`config.mk`:
```
export PLATFORM = sky130hd
export DESIGN_NAME = ocm_proc_flat
export DESIGN_NICKNAME = d
export VERILOG_FILES = /design/src/ocm_pkg.sv /design/src/ocm_link_if.sv /design/src/ocm_proc.sv /design/src/flat_wrapper.sv
export VERILOG_INCLUDE_DIRS = /design/src /design/src/src
export SDC_FILE = /design/constraint.sdc
export NUM_CORES = 1
export LEC_CHECK = 0
export BUFFER_PORTS_ARGS = -buffer_cell sky130_fd_sc_hd__buf_2
export CAP_MARGIN = 20
export CORE_UTILIZATION = 35
export CTS_CLUSTER_DIAMETER = 60
export DETAILED_ROUTE_END_ITERATION = 10
export HOLD_SLACK_MARGIN = 0.1
export PLACE_DENSITY = 0.54
export SLEW_MARGIN = 20
export SYNTH_ARGS = -nofsm -noshare
export SYNTH_HDL_FRONTEND = slang
export SYNTH_SLANG_ARGS = --single-unit
```
`constraint.sdc`:
```
create_clock -name mclk_in -period 4.2 [get_ports mclk_in]
set_input_delay 0.63 -clock mclk_in [delete_from_list [all_inputs] [get_ports mclk_in]]
set_output_delay 0.63 -clock mclk_in [all_outputs]
set_load 0.005 [all_outputs]
```
`src/ocm_map.svh`:
```
// Constants for the overhead channel message convergence block.
// Assumes both ends run on mclk_in at 20 MHz and the message link clocks are
// made by the processor end.
//
// Summary of operation
// - Two opposite two-octet message streams, independent rates.
// - Serial octets go most significant bit first.
// - Processor end drives transmit and receive clocks.
// - Transmit permit only while outgoing opcode idle.
// - Receive valid only while received opcode idle.
// - Processor end does all message buffering; the convergence end still holds one outgoing message in tbuf.
// - Line-control message wins over management message.
// - No line-control message means opcode 0xFF.
// - Idle opcode carries next message or 0x0000.
// - Line-control suspends messages, opcode not 0xFF.
// - After line-control sent, opcode returns idle.
// - Idle received opcode sends data octets upward.
// - Processor picks valid words using receive valid.
// - Non-idle received field goes to line control.
// - Same behaviour downstream and upstream.
`ifndef OCM_MAP_SVH
`define OCM_MAP_SVH

// ----------------------------------------------------------------------------
// Field values
// ----------------------------------------------------------------------------
`define OCM_IDLE_OP      8'hFF
`define OCM_NULL_DATA    16'h0000
`define OCM_MSG_BITS     5'h10

// ----------------------------------------------------------------------------
// Timing
// ----------------------------------------------------------------------------
`define OCM_MCLK_NS      50
`define OCM_LINK_NS      400
`define OCM_HALF_CYC     ((`OCM_LINK_NS / `OCM_MCLK_NS) / 2)
`define OCM_GAP_CYC      4'h8

// ----------------------------------------------------------------------------
// Processor-side buffer
// ----------------------------------------------------------------------------
`define OCM_FIFO_DEPTH   32
`define OCM_FIFO_WIDTH   16

`endif

```
`src/ocm_pkg.sv`:
```
// Types shared by the two ends of the overhead channel message link.
// Assumes ocm_map.svh supplies the numeric constants.
package ocm_pkg;

  typedef enum logic [2:0] {
    OCM_IDLE = 3'b001,
    OCM_RUN  = 3'b010,
    OCM_GAP  = 3'b100
  } ocm_eng_t;

  // ----------------------------------------------------------------------------
  // Convergence end state
  // ----------------------------------------------------------------------------
  typedef struct packed {
    logic        tclk_m;
    logic        tclk_s;
    logic        tclk_p;
    logic        tdat_m;
    logic        tdat_s;
    logic        rclk_m;
    logic        rclk_s;
    logic        rclk_p;
    logic [15:0] tsh;
    logic [4:0]  tcnt;
    logic [15:0] tbuf;
    logic        tfull;
    logic        op_idle;
    logic [7:0]  oh_op;
    logic [15:0] oh_dat;
    logic        oh_vld;
    logic        lcm_ack;
    logic [15:0] rsh;
    logic [4:0]  rcnt;
    logic        rhold;
    logic        rop_idle;
    logic [7:0]  lrx_op;
    logic [15:0] lrx_dat;
    logic        lrx_vld;
  } ocm_dev_st_t;

  // ----------------------------------------------------------------------------
  // Processor end state
  // ----------------------------------------------------------------------------
  typedef struct packed {
    logic        perm_m;
    logic        perm_s;
    logic        rvld_m;
    logic        rvld_s;
    logic        rdat_m;
    logic        rdat_s;
    ocm_eng_t    teng;
    logic        tclk;
    logic [2:0]  tdiv;
    logic [4:0]  tcnt;
    logic [15:0] tsh;
    logic [3:0]  tgap;
    ocm_eng_t    reng;
    logic        rclk;
    logic [2:0]  rdiv;
    logic [4:0]  rcnt;
    logic [15:0] rsh;
    logic [3:0]  rgap;
    logic        ovld;
    logic [15:0] odat;
  } ocm_proc_st_t;

endpackage : ocm_pkg

```
`src/ocm_link_if.sv`:
```
// Message link between the convergence end and the message processor end.
// Assumes the bench connects one instance to both ends; no tri-state pins.
interface ocm_link_if;
  logic tx_clk;
  logic tx_data;
  logic tx_permit;
  logic rx_clk;
  logic rx_data;
  logic rx_valid;

  modport dev (
    input  tx_clk,
    input  tx_data,
    output tx_permit,
    input  rx_clk,
    output rx_data,
    output rx_valid
  );

  modport proc (
    output tx_clk,
    output tx_data,
    input  tx_permit,
    output rx_clk,
    input  rx_data,
    input  rx_valid
  );
endinterface : ocm_link_if

```
`src/ocm_proc.sv`:
```
// Message processor end: buffers outgoing messages, drives both link clocks
// and collects received messages.
// Assumes the convergence end samples link pins through two flops.
`include "ocm_map.svh"

module ocm_fifo #(
  parameter int WIDTH = `OCM_FIFO_WIDTH,
  parameter int DEPTH = `OCM_FIFO_DEPTH
) (
  input  wire logic             mclk_in,
  input  wire logic             rst_in,
  input  wire logic             in_valid_in,
  input  wire logic [WIDTH-1:0] in_data_in,
  output logic                  in_ready_out,
  output logic                  out_valid_out,
  output logic [WIDTH-1:0]      out_data_out,
  input  wire logic             out_ready_in
);
  localparam int AW = $clog2(DEPTH);

  typedef struct packed {
    logic [AW:0] wp;
    logic [AW:0] rp;
  } ocm_fifo_st_t;

  ocm_fifo_st_t     q;
  ocm_fifo_st_t     d;
  logic [WIDTH-1:0] mem [DEPTH];
  logic             push;
  logic             pop;

  assign in_ready_out  = (q.wp - q.rp) != (AW + 1)'(DEPTH);
  assign out_valid_out = q.wp != q.rp;
  assign out_data_out  = mem[q.rp[AW-1:0]];
  assign push          = in_valid_in & in_ready_out;
  assign pop           = out_valid_out & out_ready_in;

  always_comb begin
    d = q;
    if (push) begin
      d.wp = q.wp + (AW + 1)'(1);
    end
    if (pop) begin
      d.rp = q.rp + (AW + 1)'(1);
    end
  end

  always_ff @(posedge mclk_in) begin
    if (push) begin
      mem[q.wp[AW-1:0]] <= in_data_in;
    end
  end

  always_ff @(posedge mclk_in or posedge rst_in) begin
    if (rst_in) begin
      q <= '0;
    end else begin
      q <= d;
    end
  end
endmodule : ocm_fifo

module ocm_proc (
  input  wire logic        mclk_in,
  input  wire logic        rst_in,
  ocm_link_if.proc         link,
  input  wire logic        msg_tx_valid_in,
  input  wire logic [15:0] msg_tx_data_in,
  output logic             msg_tx_ready_out,
  output logic             msg_rx_valid_out,
  output logic [15:0]      msg_rx_data_out
);
  localparam logic [2:0] HALF_M1 = 3'(`OCM_HALF_CYC - 1);

  ocm_pkg::ocm_proc_st_t q;
  ocm_pkg::ocm_proc_st_t d;
  logic                  f_vld;
  logic [15:0]           f_dat;
  logic                  f_pop;

  // ----------------------------------------------------------------------------
  // Outgoing buffer; queued messages wait here, the convergence end holds one more in tbuf
  // ----------------------------------------------------------------------------
  ocm_fifo #(.WIDTH(`OCM_FIFO_WIDTH), .DEPTH(`OCM_FIFO_DEPTH)) u_fifo (
    .mclk_in      (mclk_in),
    .rst_in       (rst_in),
    .in_valid_in  (msg_tx_valid_in),
    .in_data_in   (msg_tx_data_in),
    .in_ready_out (msg_tx_ready_out),
    .out_valid_out(f_vld),
    .out_data_out (f_dat),
    .out_ready_in (f_pop)
  );

  assign f_pop = (q.teng == ocm_pkg::OCM_IDLE) & f_vld & q.perm_s;

  // ----------------------------------------------------------------------------
  // Next state
  // ----------------------------------------------------------------------------
  always_comb begin
    d        = q;
    d.perm_m = link.tx_permit;
    d.perm_s = q.perm_m;
    d.rvld_m = link.rx_valid;
    d.rvld_s = q.rvld_m;
    d.rdat_m = link.rx_data;
    d.rdat_s = q.rdat_m;
    d.ovld   = 1'b0;

    // Transmit engine: data changes on falling edge, device samples on rise
    case (q.teng)
      ocm_pkg::OCM_IDLE: begin
        if (f_pop) begin
          d.tsh  = f_dat;
          d.tcnt = `OCM_MSG_BITS;
          d.tdiv = 3'h0;
          d.teng = ocm_pkg::OCM_RUN;
        end
      end
      ocm_pkg::OCM_RUN: begin
        d.tdiv = q.tdiv + 3'h1;
        if (q.tdiv == HALF_M1) begin
          d.tdiv = 3'h0;
          d.tclk = ~q.tclk;
          if (q.tclk) begin
            d.tsh  = {q.tsh[14:0], 1'b0};
            d.tcnt = q.tcnt - 5'h01;
            if (q.tcnt == 5'h01) begin
              d.tgap = `OCM_GAP_CYC;
              d.teng = ocm_pkg::OCM_GAP;
            end
          end
        end
      end
      ocm_pkg::OCM_GAP: begin
        // Wait until the permit seen here reflects the captured message
        d.tgap = q.tgap - 4'h1;
        if (q.tgap == 4'h1) begin
          d.teng = ocm_pkg::OCM_IDLE;
        end
      end
      default: begin
        d.teng = ocm_pkg::OCM_IDLE;
      end
    endcase

    // Receive engine: sample at end of high phase, device shifts after fall
    case (q.reng)
      ocm_pkg::OCM_IDLE: begin
        if (q.rvld_s) begin
          d.rcnt = `OCM_MSG_BITS;
          d.rdiv = 3'h0;
          d.reng = ocm_pkg::OCM_RUN;
        end
      end
      ocm_pkg::OCM_RUN: begin
        d.rdiv = q.rdiv + 3'h1;
        if (q.rdiv == HALF_M1) begin
          d.rdiv = 3'h0;
          d.rclk = ~q.rclk;
          if (q.rclk) begin
            d.rsh  = {q.rsh[14:0], q.rdat_s};
            d.rcnt = q.rcnt - 5'h01;
            if (q.rcnt == 5'h01) begin
              d.ovld = 1'b1;
              d.odat = {q.rsh[14:0], q.rdat_s};
              d.rgap = `OCM_GAP_CYC;
              d.reng = ocm_pkg::OCM_GAP;
            end
          end
        end
      end
      ocm_pkg::OCM_GAP: begin
        d.rgap = q.rgap - 4'h1;
        if (q.rgap == 4'h1) begin
          d.reng = ocm_pkg::OCM_IDLE;
        end
      end
      default: begin
        d.reng = ocm_pkg::OCM_IDLE;
      end
    endcase
  end

  always_ff @(posedge mclk_in or posedge rst_in) begin
    if (rst_in) begin
      q      <= '0;
      q.teng <= ocm_pkg::OCM_IDLE;
      q.reng <= ocm_pkg::OCM_IDLE;
    end else begin
      q <= d;
    end
  end

  assign link.tx_clk      = q.tclk;
  assign link.tx_data     = q.tsh[15];
  assign link.rx_clk      = q.rclk;
  assign msg_rx_valid_out = q.ovld;
  assign msg_rx_data_out  = q.odat;

endmodule : ocm_proc

```
`src/flat_wrapper.sv`:
```
// flat-port wrapper written by rule: the top's interface ports become plain ports
module ocm_proc_flat 
  (mclk_in, rst_in, msg_tx_valid_in, msg_tx_data_in, msg_tx_ready_out, msg_rx_valid_out, msg_rx_data_out, link_tx_clk, link_tx_data, link_tx_permit, link_rx_clk, link_rx_data, link_rx_valid);
  ocm_link_if link_i ();
  input  wire logic mclk_in;
  input  wire logic rst_in;
  input  wire logic msg_tx_valid_in;
  input  wire logic [15:0] msg_tx_data_in;
  output logic msg_tx_ready_out;
  output logic msg_rx_valid_out;
  output logic [15:0] msg_rx_data_out;
  output wire logic [$bits(link_i.tx_clk)-1:0] link_tx_clk;
  output wire logic [$bits(link_i.tx_data)-1:0] link_tx_data;
  input wire logic [$bits(link_i.tx_permit)-1:0] link_tx_permit;
  output wire logic [$bits(link_i.rx_clk)-1:0] link_rx_clk;
  input wire logic [$bits(link_i.rx_data)-1:0] link_rx_data;
  input wire logic [$bits(link_i.rx_valid)-1:0] link_rx_valid;
  assign link_tx_clk = link_i.tx_clk;
  assign link_tx_data = link_i.tx_data;
  assign link_i.tx_permit = link_tx_permit;
  assign link_rx_clk = link_i.rx_clk;
  assign link_i.rx_data = link_rx_data;
  assign link_i.rx_valid = link_rx_valid;
  ocm_proc u_core (.mclk_in(mclk_in), .rst_in(rst_in), .link(link_i), .msg_tx_valid_in(msg_tx_valid_in), .msg_tx_data_in(msg_tx_data_in), .msg_tx_ready_out(msg_tx_ready_out), .msg_rx_valid_out(msg_rx_valid_out), .msg_rx_data_out(msg_rx_data_out));
endmodule
```
[After elaboration in Yosys (flattened, before gate mapping)]
Memory sizes are Yosys's and may differ from the RTL's.
Cells that the tools add are included.
Storage, ports and cells
  register bits: 99
  output and inout port bits: 21
  input port bits: 22
  memories: 1
  bits in writable memories: 512
Operators by class
  add/sub/neg operators: 9
  eq/ne operators: 24
  reductions and logical operators: 16
  muxes and demuxes: 25
  bitwise logic cells: 6
Memory list
  u_core.u_fifo.mem: words 32, bits a word 16, read ports 1, clocked after memory_dff 0, write ports 1, RTL line ocm_proc.sv:28  | logic [WIDTH-1:0] mem [DEPTH];
Operators by type and width (count)
  49-bit two-way mux: 1
  24-bit one-hot mux with 2 select lines: 1
  42-bit two-way mux: 1
  32-bit two-way mux: 1
  25-bit two-way mux: 1
  24-bit two-way mux: 1
  3-bit two-way mux: 8
  21-bit two-way mux: 1
  4-bit AND reduction: 5
  2-bit by 1-bit inequality test with 1-bit output (second input constant): 9
  3-bit one-hot mux with 3 select lines: 2
  17-bit two-way mux: 1
  4-bit one-hot mux with 2 select lines: 2
  8-bit one-hot mux with 2 select lines: 1
  6-bit by 1-bit adder with 6-bit output (second input constant): 2
  3-bit by 2-bit equality test with 1-bit output (second input constant): 4
  5-bit by 1-bit equality test with 1-bit output (second input constant): 2
  5-bit AND reduction: 2
  5-bit by 1-bit subtractor with 5-bit output (second input constant): 2
  4-bit by 1-bit equality test with 1-bit output (second input constant): 2
  8-bit two-way mux: 1
  2-bit AND reduction: 4
  2-bit nonzero test: 4
  4-bit by 1-bit subtractor with 4-bit output (second input constant): 2
  12 further kinds: 20

[Depth between registers and ports, before layout]
  depth in word-level cells: 5
  gate-level depth with buffers: 12

[By module]
A second synthesis with hierarchy kept.
Second synthesis, totals
  cells, all modules: 1227
  area total of the unflattened synthesis: 24536.0 µm²
By module, submodules not included
  ocm_fifo: seq. area each 15675.0 µm², cells an instance 888, area each 20325.7 µm², times used 1
  ocm_proc: seq. area each 2154.6 µm², cells an instance 339, area each 4210.3 µm², times used 1

[Worst setup path after synthesis]
Ideal clock, no wire load.
  kind: register to register
  from: register u_core.u_fifo.q[1] in the netlist's numbering
  to: memory u_core.u_fifo.mem[28][0] in the netlist's numbering, enable pin
  clock period less this slack: 3.626 ns
  arrival: 3.237 ns
  path buffers: 3
  required time: 3.812 ns
  setup slack: 0.574 ns
  stages on the path, launching flop included: 12
  library setup time: 0.388 ns
  path through: dfrtp_1 -> buf_1 -> buf_2 -> inv_1 -> ha_1 -> nor2b_1 -> o21bai_1 -> nand3_1 -> a41oi_2 -> clkbuf_1 -> nand2_1 -> nor2_1
Between the ends
  cells in the longest elaborated chain, start to end: 5
Ends and longest elaborated chain
  start, declared: RTL line ocm_proc.sv:26  | ocm_fifo_st_t q;
  start signal, assigned: RTL line ocm_proc.sv:56  | q <= '0;
  start signal, assigned: RTL line ocm_proc.sv:58  | q <= d;
  6-bit subtractor: RTL line ocm_proc.sv:32  | assign in_ready_out = (q.wp - q.rp) != (AW + 1)'(DEPTH);
  6-bit inequality test: RTL line ocm_proc.sv:32
  1-bit bitwise AND: RTL line ocm_proc.sv:35  | assign push = in_valid_in & in_ready_out;
  1-bit two-way mux: RTL line ocm_proc.sv:49  | if (push) begin
  1-bit two-way mux (implied by the code): RTL line ocm_proc.sv:50  | mem[q.wp[AW-1:0]] <= in_data_in;
  end, declared: RTL line ocm_proc.sv:28
No other way between the ends.

[Worst setup path after layout]
  from: register u_core.u_fifo.q[3] in the netlist's numbering
  to: output msg_tx_ready_out
Between the ends
  cells in the longest elaborated chain, start to end: 2
Ends and longest elaborated chain
  6-bit subtractor: RTL line ocm_proc.sv:32
  6-bit inequality test: RTL line ocm_proc.sv:32
  end, declared: RTL line flat_wrapper.sv:9  | output logic msg_tx_ready_out;
No other way between the ends.

==> flow_metrics.tcl <==
set metrics [dict create \
    combPwrFrac 0.275 \
    max_cap_viol_count 0 \
    post-synth-top-area-cell "edfxtp_1" \
    worstMarginPinSlew_ns 1.10 \
    vias_per_cell 5.12 \
    synth-seq-cells 610 \
    cpMaxStageDelayCell "dfrtp_1" \
    startpoint "u_core.u_fifo.q[3]" \
    grt_setup_unrepaired "false" \
    worstReg2RegStart "u_core.u_fifo.q[0]" \
    track_usage 0.164 \
    worstPathCellList "inv_1, ha_1, a21o_1, a21oi_1, a21o_1, nand4_1, buf_2" \
    timing.final.crit_period_ns 3.31 \
    fmax_mhz 302 \
    rr_endpoint "u_core.q[66]" \
    die-area_um2 70200 \
    nFillCells 6124 \
    cts_made_buffers 67 \
    clock_path_buffers 3 \
    synth.top_cell.area_share 0.635 \
    wire_per_inst_um 23.5 \
    final_cells 2385 \
    clkPwrFrac 0.315 \
    syn_nets 1356 \
    dr.pass1.iters 5 \
    cpMostUsedCell "a21o_1" \
    holdWs_ns 0.147 \
    async_reset_ff_frac 0.161 \
    die_y_um 265 \
    slew-limit-headroom 0.265 \
    p_per_area_nw_per_um2 656 \
    cts.sinks 610 \
    core_um2 68600 \
    h-tree-depth 3 \
    clock_latency_ns 0.62 \
    hold_buffers 1 \
    netSwitchingPower_mw 5.72 \
    grt_pass1_vias 12640 \
    cp_slowest_stage_delay_ns 0.52 \
    cp_max_fo 9 \
    ant_nets 0 \
    fin_util 0.406 \
    synth_warnings 0 \
    syn_avg_cell_area_um2 18.4 \
    synthCells 1314 \
    ir_worst_vdd_v 0.000369 \
    worstSetupPathType "flip-flop to output port" \
    cts_resized 0 \
    row_count 96 \
    cp-endpoint "msg_tx_ready_out" \
    min-delay-path-class "primary input to flip-flop" \
    netSwitchingFraction 0.314 \
    grt_max_degree 75 \
    critPathLaunchType "flip-flop" \
    reg2reg_setup_slack_ns 0.98 \
    cts_tree "yes" \
    pin_count 43 \
    hold_violations 0 \
    reg2reg_depth 7 \
    drt_iter0_drc 1052 \
    grt_first_pass_wirelength_um 84300 \
    p_leak_nw 9.63 \
    overflow 0 \
    fin_crit_sh 0.788 \
    netlist_area_um2 24200 \
    cts.clk_slew.worst_paths_ns 0.06 \
    status "complete, no violations" \
    internal_power_mw 12.5 \
    start_util 0.353 \
    place_congestion 0.826 \
    vias 12204 \
    nets 1442 \
    postCtsSetupBuffers 0 \
    yosys.cell_types.count 55 \
    antenna_found_initial 1 \
    finalSetupViolCount 0 \
    netlist_top_cells_area "edfxtp_1 (63%), dfrtp_1 (9.9%), mux4_2 (8.2%)" \
    cts_root_buf "clkbuf_16" \
    fp.dieW_um 265 \
    wl_um 56000 \
    hpwlAfterDp_um 33900 \
    finalSetupTns_ns 0 \
    portBuffers 42 \
    place_inst 2260 \
    cp_data_required_time_ns 3.57 \
    synthFlopType "edfxtp_1" \
    arrival_ns 2.68 \
    endpoint_kind "output port" \
    drive_gt1_frac 0.220 \
    synth-edff-count 512 \
    mostFrequentLayoutCell "edfxtp_1" \
    syn_to_final_growth_pct 14.9 \
    synth.yosys.seq_area_share 0.736 \
    drc 0 \
    slew_violations 0 \
    clock_skew_ns 0.0293 \
    p_seq_frac 0.410 \
    mostFrequentLayoutCells "edfxtp_1 (512), dfrtp_1 (93), mux4_2 (88)" \
]
-- critical path, delay by kind of cell, from the launching register on --
family / cells / cell delay (ns)
AO/OA/AOI/OAI: 3 / 0.51
AND/OR/NAND/NOR: 1 / 0.22
flip-flops: 1 / 0.52
buffers and inverters: 2 / 0.42
adder cells (fa/ha/maj): 1 / 0.38
-- cell families (layout without fill, tap and decap cells) --
| kind of cell | count (synthesis) | count (layout) | share of synthesized area |
|---|---|---|---|
| AO/OA/AOI/OAI | 186 | 186 | 0.0541 |
| XOR/XNOR | 23 | 23 | 0.00832 |
| adder cells (fa/ha/maj) | 20 | 20 | 0.0103 |
| buffers and inverters | 110 | 249 | 0.0242 |
| flip-flops | 610 | 610 | 0.736 |
| multiplexers | 190 | 190 | 0.132 |
| other | 0 | 1 | 0 |
| AND/OR/NAND/NOR | 175 | 175 | 0.0351 |
-- area by class of cell --
type	count	area, um^2	share of cell area
flip-flops and latches	610	17800	0.641
multi-input cells	594	5840	0.210
clock buffers	86	1770	0.0636
well taps	931	1160	0.0419
repair buffers	104	713	0.0256
clock inverters	36	397	0.0143
inverters	23	88.8	0.00319
diodes	1	2.50	0.0000900
-- state kept, by name, indices dropped and copies added, names as in the netlist --
signal,flops
u_core.link.rx_clk,1
u_core.d,3
u_core.link.tx_clk,1
u_core.link.tx_data,1
u_core.q,63
u_core.u_fifo.mem,512
u_core.msg_rx_data_out,16
u_core.u_fifo.q,12
u_core.msg_rx_valid_out,1
-- cells in the mapped netlist (5+ instances only) --
cell	number
edfxtp_1	512
dfrtp_1	96
mux4_2	88
nor2_1	67
mux2i_1	62
a21oi_1	51
clkbuf_1	40
nand2_1	31
a22oi_1	27
mux2_1	24
buf_4	23
inv_1	23
ha_1	20
nand3_1	20
a22o_1	19
xnor2_1	18
o22ai_1	17
o221ai_1	15
buf_2	14
o21ai_0	14
nor2b_1	10
and3_1	9
mux4_1	9
nand2b_1	9
o21ai_1	8
mux2_2	7
nand3b_1	7
nand4_1	7
a2111oi_2	6
a2111oi_0	5
a21o_1	5
buf_6	5
xor2_1	5
-- through the flow --
| step | power (mW) | setup slack, ns | instance area [um^2] |
|---|---|---|---|
| floorplan | 10.9 | 0.574 | 24200 |
| global placement | 12.6 | 0.694 | 25600 |
| detailed placement | 12.6 | 0.775 | 25600 |
| CTS | 18.4 | 0.770 | 27800 |
| global route | 19.1 | 0.630 | 27800 |
| finish | 18.2 | 0.889 | 27800 |
-- routing by layer --
| layer | global-route usage | share of wire | vias up |
|---|---|---|---|
| met5 | 0 | 0 | - |
| met4 | 0.0614 | 0.035 | 0 |
| met3 | 0.0339 | 0.045 | 95 |
| met2 | 0.261 | 0.47 | 289 |
| met1 | 0.224 | 0.45 | 6393 |
| li1 | - | - | 5427 |
-- worst min-delay path by stage --
stage | depth (start not counted) | start | endpoint | slack, ns
floorplan | 0 | u_core.d[81] | u_core.q[81] | 0.33
global placement | 0 | u_core.d[81] | u_core.q[81] | 0.34
detailed placement | 0 | u_core.d[81] | u_core.q[81] | 0.34
CTS | 1 | link_rx_valid | u_core.d[83] | 0.10
global route | 1 | link_rx_valid | u_core.d[83] | 0.12
finish | 1 | link_rx_valid | u_core.d[83] | 0.15
-- power groups by stage --
stage | clock network [mW] | registers, mW | logic (mW)
floorplan | 0 | 7.38 | 3.53
global placement | 0 | 7.58 | 5.03
detailed placement | 0 | 7.59 | 5.05
CTS | 5.90 | 7.47 | 5.07
global route | 6.11 | 7.53 | 5.42
finish | 5.74 | 7.48 | 5.02
Note: power is estimated with default switching activity, not from simulation.
